$ cat src/pkg/oag_cfg.svh
// Constants for the operand address generator.
// Assumes inclusion by the package and design files by bare name.
`ifndef OAG_CFG_SVH
`define OAG_CFG_SVH
`define OAG_WORD_W 16
`define OAG_DISP8_W 8
`define OAG_SEG_LIMIT 32'h0001_0000
`define OAG_RST_WORD 16'h0000
`define OAG_LATENCY 1
`endif

$ cat src/pkg/oag_pkg.sv
// Types shared by the operand address generator modules.
// Assumes oag_cfg.svh is on the include path.
`include "oag_cfg.svh"
package oag_pkg;
  typedef enum logic [1:0] {OAG_SEG_EXTRA, OAG_SEG_CODE, OAG_SEG_STACK, OAG_SEG_DATA} oag_seg_t;
  typedef enum logic [2:0] {OAG_MODE_REG, OAG_MODE_IMM, OAG_MODE_DIRECT, OAG_MODE_INDIRECT,
    OAG_MODE_BASED, OAG_MODE_INDEXED, OAG_MODE_BASE_IDX, OAG_MODE_BASE_IDX_DISP} oag_mode_t;
  typedef enum logic [1:0] {OAG_REF_FETCH, OAG_REF_STACK, OAG_REF_DATA, OAG_REF_STR_DEST} oag_ref_t;
  typedef enum logic [1:0] {OAG_IND_SRC, OAG_IND_DEST, OAG_IND_GBASE, OAG_IND_FBASE} oag_ind_t;
  typedef enum logic [2:0] {OAG_ST_IDLE, OAG_ST_MEM, OAG_ST_REG, OAG_ST_IMM} oag_state_t;
  typedef struct packed {
    logic valid;
    oag_ref_t refKind;
    oag_mode_t mode;
    logic baseIsFrame;
    logic indexIsDest;
    oag_ind_t indirectSel;
    logic dispWide;
    logic [15:0] disp;
    logic overrideEn;
    oag_seg_t overrideSeg;
    logic altData;
    logic [3:0] regSel;
    logic regWide;
    logic [15:0] immValue;
  } oag_req_t;
  typedef struct packed {
    logic [15:0] generalBase;
    logic [15:0] frameBase;
    logic [15:0] srcIndex;
    logic [15:0] destIndex;
  } oag_regs_t;
  typedef struct packed {
    logic valid;
    logic isMem;
    oag_seg_t seg;
    logic [15:0] offset;
  } oag_addr_t;
  typedef struct packed {
    logic valid;
    logic [3:0] regSel;
    logic regWide;
    logic isImm;
    logic [15:0] immValue;
  } oag_opnd_t;
endpackage

$ cat src/hdl/oag_offset_adder.sv
// Three-input 16-bit offset adder with displacement sign extension.
// Assumes unused base and index terms are presented already gated to zero; displacement is gated here by useDisp.
`timescale 1ns/1ps
`include "oag_cfg.svh"
module oag_offset_adder
  import oag_pkg::*;
(
  input logic [15:0] disp,
  input logic dispWide,
  input logic useDisp,
  input logic [15:0] baseTerm,
  input logic [15:0] indexTerm,
  output logic [15:0] offset
);
  logic [15:0] dispExt;
  logic [17:0] fullSum;
  assign dispExt = dispWide ? disp : {{8{disp[7]}}, disp[7:0]};
  assign fullSum = {2'h0, useDisp ? dispExt : 16'h0000} + {2'h0, baseTerm}
    + {2'h0, indexTerm};
  // Carries past bit 15 are dropped so the offset wraps inside the segment.
  assign offset = fullSum[15:0];
endmodule // oag_offset_adder

$ cat src/hdl/oag_seg_select.sv
// Segment register selection for one memory reference.
// Assumes decoder flags are stable for the cycle they are presented.
`timescale 1ns/1ps
module oag_seg_select
  import oag_pkg::*;
(
  input oag_ref_t refKind,
  input logic usesFrameBase,
  input logic altData,
  input logic overrideEn,
  input oag_seg_t overrideSeg,
  output oag_seg_t seg
);
  oag_seg_t implicitSeg;
  always_comb
  begin
    unique case (refKind)
      OAG_REF_FETCH: implicitSeg = OAG_SEG_CODE;
      OAG_REF_STACK: implicitSeg = OAG_SEG_STACK;
      OAG_REF_STR_DEST: implicitSeg = OAG_SEG_EXTRA;
      OAG_REF_DATA:
      begin
        if (usesFrameBase)
          implicitSeg = OAG_SEG_STACK;
        else if (altData)
          implicitSeg = OAG_SEG_EXTRA;
        else
          implicitSeg = OAG_SEG_DATA;
      end
    endcase
  end
  // Prefetch never honours a prefix; every other reference does.
  assign seg = (overrideEn && refKind != OAG_REF_FETCH) ? overrideSeg : implicitSeg;
endmodule // oag_seg_select

$ cat src/hdl/oag_top.sv
// Operand address generator: picks segment and forms offset per operand.
// Assumes the decoder presents one request per cycle with register contents.
// Functional notes
// - Memory address is a 2-bit segment identity plus 16-bit offset, 64K span.
// - Prefetch always uses the code segment, ignoring prefixes.
// - Stack pushes, pops and frame-base data references use the stack segment.
// - Other data references default to the local data segment.
// - String destinations and alternate data without a frame base use the extra segment.
// - An override prefix replaces the implicit segment.
// - Offset sums displacement, base and index as the mode requires.
// - Offset addition is 16 bits; carry out is discarded.
// - 8-bit displacement is sign extended to 16 bits.
// - Direct mode offset is the displacement alone.
// - Register indirect offset is one of two index or two base registers.
// - Based mode adds displacement and one base register.
// - Indexed mode adds displacement and one index register.
// - Based indexed mode adds base and index, no displacement.
// - Based indexed with displacement adds all three.
// - Register mode names a general register; no memory address.
// - Immediate mode takes the instruction value; no memory address.
`timescale 1ns/1ps
`include "oag_cfg.svh"
module oag_top
  import oag_pkg::*;
(
  input logic ref_clk,
  input logic rst,
  input oag_req_t req,
  input oag_regs_t regs,
  output oag_addr_t addrOut,
  output oag_opnd_t opndOut,
  output oag_state_t lastKind
);
  logic [15:0] baseTerm;
  logic [15:0] indexTerm;
  logic useDisp;
  logic usesFrameBase;
  logic isMem;
  logic [15:0] offset;
  oag_seg_t seg;
  oag_state_t next_lastKind;

  assign isMem = req.mode != OAG_MODE_REG && req.mode != OAG_MODE_IMM;

  // Term gating per addressing mode; unused terms are zero.
  always_comb
  begin
    baseTerm = 16'h0000;
    indexTerm = 16'h0000;
    useDisp = 1'b0;
    usesFrameBase = 1'b0;
    unique case (req.mode)
      OAG_MODE_REG, OAG_MODE_IMM:
      begin
        useDisp = 1'b0;
      end
      OAG_MODE_DIRECT:
      begin
        useDisp = 1'b1;
      end
      OAG_MODE_INDIRECT:
      begin
        unique case (req.indirectSel)
          OAG_IND_SRC: indexTerm = regs.srcIndex;
          OAG_IND_DEST: indexTerm = regs.destIndex;
          OAG_IND_GBASE: baseTerm = regs.generalBase;
          OAG_IND_FBASE:
          begin
            baseTerm = regs.frameBase;
            usesFrameBase = 1'b1;
          end
        endcase
      end
      OAG_MODE_BASED:
      begin
        useDisp = 1'b1;
        baseTerm = req.baseIsFrame ? regs.frameBase : regs.generalBase;
        usesFrameBase = req.baseIsFrame;
      end
      OAG_MODE_INDEXED:
      begin
        useDisp = 1'b1;
        indexTerm = req.indexIsDest ? regs.destIndex : regs.srcIndex;
      end
      OAG_MODE_BASE_IDX:
      begin
        baseTerm = req.baseIsFrame ? regs.frameBase : regs.generalBase;
        indexTerm = req.indexIsDest ? regs.destIndex : regs.srcIndex;
        usesFrameBase = req.baseIsFrame;
      end
      OAG_MODE_BASE_IDX_DISP:
      begin
        useDisp = 1'b1;
        baseTerm = req.baseIsFrame ? regs.frameBase : regs.generalBase;
        indexTerm = req.indexIsDest ? regs.destIndex : regs.srcIndex;
        usesFrameBase = req.baseIsFrame;
      end
    endcase
  end

  oag_offset_adder uAdder (
    .disp(req.disp),
    .dispWide(req.dispWide),
    .useDisp(useDisp),
    .baseTerm(baseTerm),
    .indexTerm(indexTerm),
    .offset(offset)
  );

  oag_seg_select uSeg (
    .refKind(req.refKind),
    .usesFrameBase(usesFrameBase),
    .altData(req.altData),
    .overrideEn(req.overrideEn),
    .overrideSeg(req.overrideSeg),
    .seg(seg)
  );

  // Segment and offset register together so downstream never sees a mixed pair.
  always_ff @(posedge ref_clk)
  begin
    if (rst)
    begin
      addrOut <= '0;
      addrOut.seg <= OAG_SEG_EXTRA;
    end
    else
    begin
      addrOut.valid <= req.valid && isMem;
      addrOut.isMem <= isMem;
      addrOut.seg <= seg;
      addrOut.offset <= isMem ? offset : `OAG_RST_WORD;
    end
  end

  // Non-memory operands bypass address formation entirely.
  always_ff @(posedge ref_clk)
  begin
    if (rst)
      opndOut <= '0;
    else
    begin
      opndOut.valid <= req.valid && !isMem;
      opndOut.regSel <= req.regSel;
      opndOut.regWide <= req.regWide;
      opndOut.isImm <= req.mode == OAG_MODE_IMM;
      opndOut.immValue <= req.mode == OAG_MODE_IMM ? req.immValue : `OAG_RST_WORD;
    end
  end

  always_comb
  begin
    if (!req.valid)
      next_lastKind = OAG_ST_IDLE;
    else if (req.mode == OAG_MODE_REG)
      next_lastKind = OAG_ST_REG;
    else if (req.mode == OAG_MODE_IMM)
      next_lastKind = OAG_ST_IMM;
    else
      next_lastKind = OAG_ST_MEM;
  end

  always_ff @(posedge ref_clk)
  begin
    if (rst)
      lastKind <= OAG_ST_IDLE;
    else
      lastKind <= next_lastKind;
  end
endmodule // oag_top

$ cat config.mk
export PLATFORM = sky130hd
export DESIGN_NAME = oag_top
export DESIGN_NICKNAME = d
export VERILOG_FILES = /design/src/pkg/oag_pkg.sv /design/src/hdl/oag_offset_adder.sv /design/src/hdl/oag_seg_select.sv /design/src/hdl/oag_top.sv
export VERILOG_INCLUDE_DIRS = /design/src /design/src/pkg
export SDC_FILE = /design/constraint.sdc
export NUM_CORES = 1
export LEC_CHECK = 0
export ABC_AREA = 1
export BUFFER_PORTS_ARGS = -buffer_cell sky130_fd_sc_hd__buf_2
export CORE_ASPECT_RATIO = 1.25
export CORE_MARGIN = 1.5
export CORE_UTILIZATION = 54
export CTS_CLUSTER_DIAMETER = 200
export DETAILED_ROUTE_END_ITERATION = 10
export PLACE_DENSITY_LB_ADDON = 0.05
export SYNTH_ARGS = -nofsm -noshare
export SYNTH_HDL_FRONTEND = slang
export SYNTH_HIERARCHICAL = 1
export SYNTH_SLANG_ARGS = --single-unit
$ cat constraint.sdc
create_clock -name ref_clk -period 4.2 [get_ports ref_clk]
set_input_delay 0.42 -clock ref_clk [delete_from_list [all_inputs] [get_ports ref_clk]]
set_output_delay 0.42 -clock ref_clk [all_outputs]
set_load 0.01 [all_outputs]
After elaboration in Yosys (flattened, before gate mapping)
Index checks and enable logic that the tools add are counted.
{ "word_totals": {"output_inout_bits": 46, "reg_bits": 46, "input_bits": 118} }
{ "op_classes": {"eq_ne": 14, "bitwise_logic": 3, "n_addsub": 2, "reduce_logical": 17, "muxes": 17} }
{ "ops": {"columns": ["operator", "n"], "rows": [
  ["16-bit one-hot mux with 2 select lines", 4],
  ["16-bit two-way mux", 4],
  ["16-bit adder", 2],
  ["3-bit == test, second input constant", 4],
  ["2-bit two-way mux", 5],
  ["3-bit OR reduction", 3],
  ["2-bit == test, second input constant", 4],
  ["2-bit one-hot mux with 4 select lines", 1],
  ["3-bit by 2-bit == test with 1-bit output, second input constant", 2],
  ["2-bit OR reduction", 3],
  ["2-bit by 1-bit == test with 1-bit output, second input constant", 2],
  ["1-bit logical AND", 4],
  ["2-bit zero test", 2],
  ["4-bit OR reduction", 1],
  ["3-bit by 1-bit == test with 1-bit output, second input constant", 1],
  ["3-bit zero test", 1],
  ["3-bit by 1-bit != test with 1-bit output, second input constant", 1],
  ["1-bit inverter", 3],
  ["3-bit nonzero test", 1],
  ["1-bit two-way mux", 2],
  ["1-bit one-hot mux with 2 select lines", 1],
  ["2-bit nonzero test", 1],
  ["1-bit zero test", 1]
]} }

Depth between registers and ports, before layout
Gate-level depths: netlist of the first run.
{ "logic_depth": {"word_depth": 6, "mapped_depth": 21, "mapped_depth_nobuf": 20} }

By module
The synthesis of the first run kept the hierarchy.
{ "modules_own_cells": {"columns": ["module", "cells_each", "n_inst", "area_each_um2"], "rows": [
  ["oag_top", 469, 1, 2633.8],
  ["oag_offset_adder", 223, 1, 1352.5],
  ["oag_seg_select", 15, 1, 68.8]
]} }

Worst setup path before layout of the first run
No wires, ideal clock.
{ "synth_path": {"kind": "input to register", "from": "input req[43] in the netlist's numbering", "to": "register addrOut[15] in the netlist's numbering", "stages": 21, "path_buffers": 2, "setup_ns": 0.116, "path_slack_ns": 1.317, "arrival_time_ns": 2.767, "path_cell_list": "buf_2 buf_2 nand3_1 nand2_1 nand2_1 nand2_1 inv_1 fa_1 inv_1 ha_1 fa_1 nand2_1 nand2_1 nand3b_1 nand2_2 nand2_1 nand2_1 nand2_1 nand2_1 inv_1 nor2_1"} }
{ "synth_via": {"elab_chain_cells": 5, "word_cells_on_any_way": 10, "cone_classes": "add/sub (2); eq/ne (3); mux (4); reduce/logical (1)"} }
{ "synth_rtl": {"columns": ["item", "line", "rtl"], "rows": [
  ["from (decl)", "oag_top.sv:28", "input oag_req_t req,"],
  ["2-bit == test", "oag_top.sv:63", "unique case (req.indirectSel)"],
  ["16-bit one-hot mux with 2 select lines (*)", "oag_top.sv:63", null],
  ["16-bit one-hot mux with 2 select lines (*)", "oag_top.sv:52", "unique case (req.mode)"],
  ["named net baseTerm[1]", "oag_top.sv:34", "logic [15:0] baseTerm;"],
  ["16-bit adder (*)", "oag_offset_adder.sv:18", "assign fullSum = {2'h0, useDisp ? dispExt : 16'h0000} + {2'h0, baseTerm}"],
  ["16-bit adder (*)", "oag_offset_adder.sv:19", "+ {2'h0, indexTerm};"],
  ["named net offset[15]", "oag_top.sv:39", "logic [15:0] offset;"],
  ["to (decl)", "oag_top.sv:30", "output oag_addr_t addrOut,"]
]} }
The timed path passes the listed nets; every way through them passes the cells marked *.
A chain may end at the register's enable or synchronous reset.

Final worst setup path of the first run
{ "layout_path": {"from": "input req[42] in the netlist's numbering", "to": "register addrOut[15] in the netlist's numbering"} }
Same word-level chain as after synthesis.

==> flow_summary.toml, run 1 <==
[logic_synthesis]
cell_types_occupying_the_most_area_after_synthesis = "nand2_1, dfxtp_1, inv_1"
sequential_cell_area_fraction_in_the_yosys_report = 0.2222
adder_and_majority_gate_portion_of_the_synthesized_area = 0.1222
cell_accounting_for_the_most_synthesized_area = "nand2_1"
synthesis.instances = 707
syn-mean-instance-area_sq_um = 5.736
synth_largest_type_area_fraction = 0.2795
synth_top_family_by_area = "simple AND/OR/NAND/NOR gates"
ys_warn_count = 6
synth_fp_nets = 855
synth.area.mux_share = 0
synth_xor_area_frac = 0.01728
synth-compound-area-share = 0.04968
synth.ff_latch_count = 45
synth_cell_types = 27
synth_area_sq_um = 4055
synth_simple_gate_area_share = 0.4440

[route]
post_detailed_routing_wire_length_um = 10260
routed_via_density = 4.783
routed_wire_length_per_instance_um = 10.85
drt_first_pass_iters = 5
first_iter_violations = 190
drt_drc_violations_left = 0
route.vias.total = 4520
ant_nets = 0

[power]
leakage_nw = 3.274
power_density_nw_per_um2 = 279.5
vdd.ir_drop.worst_v = 0.0002575
power_w = 0.001398

[floorplanning]
fp-row-count = 35
die_w_um = 80.51
boundaryPins = 164
die_area_sq_um = 8042
floorplan.initialDensity = 0.5545
coreArea_sq_um = 7313
die_height_um = 99.89

[setup_path]
worst_path_most_repeated_cell = "nand2_1"
timing.critical_path.arrival_ns = 3.42
critPathMaxStageDelay_ns = 0.52
worstSetupEndpointType = "flop"
critical_path_required_ns = 4.37
critical_path.cell_chain = "buf_2 -> inv_1 -> nand3_1 -> nand2_1 -> nand2_1 -> nand2_1 -> inv_1 -> fa_1 -> inv_1 -> ha_1 -> fa_1 -> nand2_1 -> nand2_1 -> nand3b_1 -> nand2_2 -> nand2_1 -> nand2_1 -> nand2_1 -> nand2_1 -> inv_1 -> nor2_1"
timing_worst_setup_path_type = "in -> reg"
critical_path_peak_fanout = 35
crit_path_top_delay_cell = "fa_1"
setup.worst_path.start_class = "input port"

[sta]
setup_repair_after_global_routing_missed_its_margin = "no"
final_setup_viols = 0
timing.slew.headroom = 0.5774
post-route-min-period_ns = 3.245
fin_tns_setup_ns = 0
finalHoldViolCount = 0
final_min_period_over_clock_period = 0.7727
achievable-frequency_ghz = 0.3081
max_slew.worst_pin.slew_ns = 0.6340
timing.hold.ws_ns = 0.3367
drv_slew = 0

[cells_and_area]
multi_input_comb_area_sq_um = 2571
layout_common_cells = "nand2_1, buf_2, inv_1, nand3_1, nor2_1"
final.fill_count = 684
flow.area_growth_from_synthesis_pct = 23.30
num-nets-final = 1000
total_area_of_sequential_cells_sq_um = 900.9
antenna-diode-count = 0
layout_commonest_cell = "nand2_1"
drive_above_1_share = 0.2251

[worst_hold_path]
hold_path.class = "in -> reg"

[cts]
cts_root_buf = "clkbuf_8"
cts_htree_levels = 2
clockBufferDepth = 2
tritoncts = "built"
cts_setup_buffers = 0
cts-resized-gates = 0
clkSinkCount = 45
hold_buffers = 0
cts_made_buffers = 5
clkSlewWorstSetupHoldPaths_ns = 0.08

[global_routing]
grt_first_pass_wirelength_um = 16740
grt_max_degree = 36
initial_antenna_violation_count = 0
first_global_vias = 4059
overflow = 0
groute.usage.overall = 0.2588

[placement]
dp_hpwl_um = 8485
finalWeightedCongestion = 0.9056
port-buffer-count = 162

[run_status]
run_status = "completed"

[run]
drv_cap = 0
-- where the power goes --
group          internal (W)  switching, W
clock network      0.000236      0.000131
registers          0.000462    0.00000766
logic              0.000219      0.000342
total              0.000917      0.000480
-- registers in the layout, summed over array words and instances (netlist names) --
signal,count
addrOut,20
lastKind,2
opndOut,23
-- synthesized netlist by cell type --
master and number:
inv_2 2, nand3_1 63, buf_4 3, nor3_2 2
nand2_4 1, buf_1 1, clkbuf_1 6, inv_1 113
nand2_1 302, buf_6 1, nor2_1 58, fa_1 16
nor2_2 4, a21oi_2 3, o21ai_0 17, nand2_2 4
nand3b_1 4, nand4_1 2, dfxtp_1 45, conb_1 1
ha_1 14, a21oi_1 18, nand3_2 1, xnor2_1 2
buf_2 17, xor2_1 6, inv_4 1
-- metal layers --
layer | vias to the layer above | track usage | share of wire
met3 | 16 | 0.01545 | 0.069
met1 | 1907 | 0.2990 | 0.42
li1 | 2405 | - | -
met4 | 0 | 0.09682 | 0.023
met5 | - | 0 | 0
met2 | 192 | 0.4900 | 0.49
-- per-stage QoR --
stage	utilization	worst slack, ns	cells	instance area [sq um]
after floorplan	-	1.317	707	4055
after global placement	0.6654	0.7169	937	4866
after detailed placement	0.6654	0.6545	937	4866
after CTS	0.6837	0.9729	945	5000
after global routing	0.6837	0.6091	945	5000
final	0.6837	0.9547	945	5000
-- path summary, 6_finish.rpt --
| kind | start | end | slack (ns) | depth (start not counted) |
|---|---|---|---|---|
| setup / recovery | req[42] | addrOut[15]$_SDFF_PP0_ | 0.95 | 21 |
| hold / removal | req[17] | opndOut[18]$_SDFF_PP0_ | 0.34 | 3 |
-- worst max-delay path: cells and delay by family --
family                     cells  cell delay (ns)
adders and majority gates      3             1.15
buffers and inverters          5             0.89
and+or+nand+nor               13             0.95
-- kinds of logic (layout without fill, tap and decap cells) --
family	after synthesis	count (layout)
buf+inv	144	290
fa+ha+maj	30	30
simple gates	441	441
compound gates	38	38
xor+xnor	8	8
other cells	1	1
flops	45	45
-- area by class of cell --
| cell class | count | area share |
|---|---|---|
| Tap cell | 92 | 0.02302 |
| Timing Repair Buffer | 166 | 0.1682 |
| Clock inverter | 3 | 0.01301 |
| Multi-Input combinational cell | 518 | 0.5143 |
| Inverter | 116 | 0.08759 |
| Sequential cell | 45 | 0.1802 |
| Clock buffer | 5 | 0.01376 |
Power figures use the tool's default switching activity.
==> run 2: changes to the inputs <==
- CORE_UTILIZATION: 54 -> 45
- clock period: 4.2 -> 2.8 ns (I/O delays scaled with it)
==> run 2 against run 1 <==
  * Sequential power is 50% higher
  * Core utilization is 7.8 points lower
  * Setup slack worse by 0.72 ns
  * Non-clock buffer count up 33
  * Total power is 45% higher
  * Die area is 19% higher
  * Clock power up 5.4%
  * Via count grew 2.0%
  * Critical path type unchanged
  * Largest power group unchanged
  * Highest routed layer unchanged
==> flow_summary.toml, run 2 (synthesized netlist as in run 1, its figures left out) <==
[run_status]
run_status = "completed"

[cts]
cts_made_buffers = 5
cts_root_buf = "clkbuf_8"
clkSlewWorstSetupHoldPaths_ns = 0.07
clockBufferDepth = 2
tritoncts = "built"
clkSinkCount = 45
cts_htree_levels = 2
cts_setup_buffers = 0

[cells_and_area]
flow.area_growth_from_synthesis_pct = 30.05
layout_common_cells = "nand2_1, buf_2, inv_1, nand3_1, nor2_1"
largest_register_ffs = 23
layout_commonest_cell = "nand2_1"
drive_above_1_share = 0.2542
registers.top_by_ff_count = "opndOut"
num-nets-final = 1033
biggestRegsByFlops = "opndOut (23), addrOut (20), lastKind (2)"

[route]
drt_first_pass_iters = 4
ant_nets = 0
routed_wire_length_per_instance_um = 11.27
drt_drc_violations_left = 0
first_iter_violations = 127
post_detailed_routing_wire_length_um = 11340
routed_via_density = 4.584
route.vias.total = 4612

[power]
p_sw_w = 0.0007351
p_clk_frac = 0.191
p_sw_frac = 0.3620
power_density_nw_per_um2 = 385.1
power.internal_w = 0.001296
seq_power_share = 0.347
leakage_nw = 3.421
vdd.ir_drop.worst_v = 0.0001587
power_frac_comb = 0.463

[floorplanning]
floorplan.initialDensity = 0.4661
die_height_um = 109.1
die_w_um = 87.91
boundaryPins = 164
fp-row-count = 38
coreArea_sq_um = 8701
die_area_sq_um = 9594

[global_routing]
grt_util_met1 = 0.2693
initial_antenna_violation_count = 1
overflow = 0
gr-usage-met3 = 0.03179
use_met2 = 0.4826
groute.usage.overall = 0.2504
first_global_vias = 4435
grt_max_degree = 27
grt_first_pass_wirelength_um = 19020
gr-max-usage-layer = "met2"

[setup_path]
setup.worst_path.start_class = "input port"
timing.critical_path.arrival_ns = 2.74
critPathMaxStageDelay_ns = 0.50
timing_worst_setup_path_type = "in -> reg"
critical_path.cell_chain = "buf_2 -> o21ai_0 -> nand2_1 -> nand2_1 -> inv_1 -> fa_1 -> inv_1 -> ha_1 -> fa_1 -> nand2_2 -> nand2_1 -> nand3b_1 -> nand2_2 -> nand2_1 -> nand2_1 -> nand2_1 -> nand2_1 -> inv_1 -> nor2_1"
timing.critical_path.from = "req[44]"
timing.critical_path.depth = 19
worst_path_most_repeated_cell = "nand2_1"
crit_path_top_delay_cell = "fa_1"
critical_path_buf_inv_count = 4
critical_path_required_ns = 2.98
critical_path_peak_fanout = 7
worstSetupEndpointType = "flop"
cp-endpoint = "addrOut[15]$_SDFF_PP0_"
cpLargestDelayFamily = "adder cells"

[run]
drv_cap = 0

[worst_hold_path]
worst_hold_path.num_cells = 3
hold_path.class = "in -> reg"

[placement]
finalWeightedCongestion = 0.8917
port-buffer-count = 162
dp_hpwl_um = 9816
placement.setup.worst_slack_ns = -0.1182

[sta]
final_min_period_over_clock_period = 0.9156
setup_repair_after_global_routing_missed_its_margin = "no"
post-route-min-period_ns = 2.564
finalHoldViolCount = 0
achievable-frequency_ghz = 0.3901
setup_slack_ns = 0.2364
drv_slew = 0
timing.hold.ws_ns = 0.1855
final_setup_viols = 0
==> run 2: timing repair <==
item                                    CTS  global route
hold buffers                              0             0
resized for setup                         0             4
endpoints found under the setup margin    0             4
==> run 2: how the worst min path moves through the flow <==
stage,startpoint,end,slack [ns]
floorplan,req[16],opndOut[17]$_SDFF_PP0_,0.39
global placement,req[16],opndOut[17]$_SDFF_PP0_,0.48
detailed placement,req[16],opndOut[17]$_SDFF_PP0_,0.49
CTS,req[16],opndOut[17]$_SDFF_PP0_,0.17
global route,req[17],opndOut[18]$_SDFF_PP0_,0.18
finish,req[16],opndOut[17]$_SDFF_PP0_,0.19
==> run 2: final cells by class <==
class,instances,area [sq um]
well taps,120,150.1
multi-input cells,518,2579
fillers,894,3427
diodes,1,2.502
repair buffers,199,1117
flip-flops and latches,45,900.9
inverters,116,437.9
clock buffers,7,86.33
==> run 2: metal layers <==
metal  vias to the layer above  wire [um]
met5                         -          0
met2                       146       5794
met3                        22        602
met4                         0        316
li1                       2468          -
met1                      1976       4623
==> run 2: metrics by stage <==
stage / utilization / instance area (sq um) / power [W] / cells / setup TNS [ns]
finish: 0.6061 / 5274 / 0.002031 / 1006 / 0
global route: 0.6061 / 5274 / 0.002202 / 1006 / 0
CTS: 0.6045 / 5260 / 0.002054 / 1005 / 0
detailed placement: 0.5946 / 5174 / 0.001658 / 998 / -0.3523
global placement: 0.5946 / 5174 / 0.001637 / 998 / -0.05361
floorplan: - / 4055 / 0.001298 / 707 / 0
==> run 2: power groups by stage <==
stage | Combinational [W] | Sequential [W] | Clock [W]
floorplan | 0.000547 | 0.000751 | 0
global placement | 0.000916 | 0.000720 | 0
detailed placement | 0.000938 | 0.000719 | 0
CTS | 0.000943 | 0.000704 | 0.000407
global route | 0.00107 | 0.000709 | 0.000426
finish | 0.000940 | 0.000704 | 0.000387
==> run 3: changes to the inputs <==
--- a/config.mk
+++ b/config.mk
@@ -14,5 +14,5 @@
 export CTS_CLUSTER_DIAMETER = 200
 export DETAILED_ROUTE_END_ITERATION = 10
-export PLACE_DENSITY_LB_ADDON = 0.05
+export PLACE_DENSITY = 0.78
 export SYNTH_ARGS = -nofsm -noshare
 export SYNTH_HDL_FRONTEND = slang
==> constraint.sdc (replaced) <==
create_clock -name ref_clk -period 2.8 [get_ports ref_clk]
set_input_delay 0.56 -clock ref_clk [delete_from_list [all_inputs] [get_ports ref_clk]]
set_output_delay 0.56 -clock ref_clk [all_outputs]
set_load 0.01 [all_outputs]
==> run 3 against run 2 <==
  * Design area increased by 7.2%
  * Wire length decreased by 5.9%
  * Clock power increased by 3%
  * Sequential cell count unchanged
  * Cell count increased by 1.4%
  * Sequential share of layout area decreased by 1.1 points
  * Worst hold slack improved by 0.28 ns
  * Maximum frequency decreased by 5.5%
  * Via count increased by 0.15%
  * Highest routed layer is now met5
==> flow_summary.toml, run 3 (synthesized netlist as in run 1, its figures left out) <==
[power]
power_density_nw_per_um2 = 378.8
vdd.ir_drop.worst_v = 0.0001848
power_frac_comb = 0.486
p_clk_frac = 0.185
leakage_nw = 3.533
p_sw_w = 0.0007685
power_w = 0.002141
p_sw_frac = 0.3589
seq_power_share = 0.328
power.internal_w = 0.001373

[global_routing]
grt_max_degree = 27
grt_first_pass_wirelength_um = 17370
first_global_vias = 4097
initial_antenna_violation_count = 1
groute.usage.overall = 0.2249
overflow = 0

[cells_and_area]
registers.top_by_ff_count = "opndOut"
biggestRegsByFlops = "opndOut (23), addrOut (20), lastKind (2)"
num-nets-final = 1046
largest_register_ffs = 23
layout_common_cells = "nand2_1, buf_2, inv_1, nand3_1, nor2_1"
drive_above_1_share = 0.3003
layout_commonest_cell = "nand2_1"
flow.area_growth_from_synthesis_pct = 39.40
post-route-util = 0.6497
final_cell_area_sq_um = 5653
final_cells = 1020
final.fill_count = 824

[route]
routed_via_density = 4.528
first_iter_violations = 162
post_detailed_routing_wire_length_um = 10660
drt_drc_violations_left = 0
route.vias.total = 4619
drt_first_pass_iters = 4
ant_nets = 0
routed_wire_length_per_instance_um = 10.45

[cts]
clockBufferDepth = 2
cts_htree_levels = 2
tritoncts = "built"
clkSinkCount = 45
clkSlewWorstSetupHoldPaths_ns = 0.08
hold_buffers = 0
cts_setup_buffers = 0
cts_root_buf = "clkbuf_8"
cts_made_buffers = 5

[floorplanning]
die_w_um = 87.91
die_area_sq_um = 9594
floorplan.initialDensity = 0.4661
boundaryPins = 164
die_height_um = 109.1
coreArea_sq_um = 8701
fp-row-count = 38

[setup_path]
critical_path_required_ns = 2.97
critPathMaxStageDelay_ns = 0.49
worstSetupEndpointType = "flop"
timing.critical_path.arrival_ns = 2.89
critical_path_buf_inv_count = 6
cpLargestDelayFamily = "adder cells"
setup.worst_path.start_class = "input port"
timing.critical_path.from = "req[47]"
timing_worst_setup_path_type = "in -> reg"
crit_path_top_delay_cell = "fa_1"
critical_path.cell_chain = "buf_4 -> inv_2 -> nor2_1 -> xor2_1 -> inv_2 -> buf_6 -> nand2_2 -> fa_1 -> inv_1 -> ha_2 -> fa_2 -> nand2_2 -> nand2_1 -> nand3b_1 -> nand2_2 -> nand2_2 -> nand2_1 -> nand2_1 -> nand2_1 -> inv_1 -> nor2_1"
critical_path_peak_fanout = 4

[sta]
fin_tns_setup_ns = 0
finalHoldViolCount = 0
setup_repair_after_global_routing_missed_its_margin = "yes"
final_min_period_over_clock_period = 0.9691
final_setup_viols = 0
post-route-min-period_ns = 2.714
achievable-frequency_ghz = 0.3685
drv_slew = 0

[worst_hold_path]
hold_path.startpoint = "req[16]"
hold_path.class = "in -> reg"

[placement]
finalWeightedCongestion = 0.9681
dp_hpwl_um = 8972
dpl-instance-area_sq_um = 5389
port-buffer-count = 162
dp_cells = 1010

[run_status]
run_status = "completed"

[run]
drv_cap = 0
-- run 3: cell types whose count changed in the layout (fill, tap and decap cells not counted), sizes merged --
cell and change:
buf +13, clkinv +2, clkbuf -1
-- run 3: per-stage QoR --
stage / hold WS, ns / setup WS, ns
after CTS: 0.4527 / 0.03210
final: 0.4677 / 0.08639
after global placement: 0.7588 / -0.2331
after global routing: 0.4506 / -0.06284
after floorplan: 0.6670 / 0.0004219
after detailed placement: 0.7659 / -0.2863
-- run 3: area by class of cell --
class | instances | area [sq um] | share of cell area
well taps | 120 | 150.1 | 0.02656
repair buffers | 212 | 1349 | 0.2386
clock buffers | 6 | 82.58 | 0.01461
clock inverters | 2 | 13.76 | 0.002435
flip-flops and latches | 45 | 900.9 | 0.1594
inverters | 116 | 442.9 | 0.07835
multi-input cells | 518 | 2711 | 0.4796
diodes | 1 | 2.502 | 0.0004427
-- run 3: final timing paths --
kind | slack [ns] | cells past startpoint | end
worst max-delay path | 0.09 | 21 | addrOut[15]$_SDFF_PP0_
worst min-delay path | 0.47 | 3 | opndOut[17]$_SDFF_PP0_
-- run 3: metal layers --
layer	routed length (um)	track usage	up-vias
met5	6	0	-
met4	192	0.07937	2
met3	823	0.03028	14
met2	5351	0.4133	195
met1	4290	0.2617	1914
li1	-	-	2494
-- run 3: what timing repair did --
item | in CTS | in global routing
gates resized for setup | 0 | 41
hold endpoints to repair | 0 | 0
setup endpoints to repair | 0 | 10
-- run 3: tightest hold or removal path: stages --
cell,delay (ns)
buf_2,0.07
inv_1,0.03
nor2_1,0.06
-- run 3: power groups by stage --
stage | sequential, W | clock, W | combinational (W)
2_1_floorplan | 0.000751 | 0 | 0.000562
3_3_place_gp | 0.000719 | 0 | 0.000971
4_1_cts | 0.000705 | 0.000416 | 0.000983
3_5_place_dp | 0.000720 | 0 | 0.000979
6_report | 0.000703 | 0.000397 | 0.00104
5_1_grt | 0.000710 | 0.000449 | 0.00118
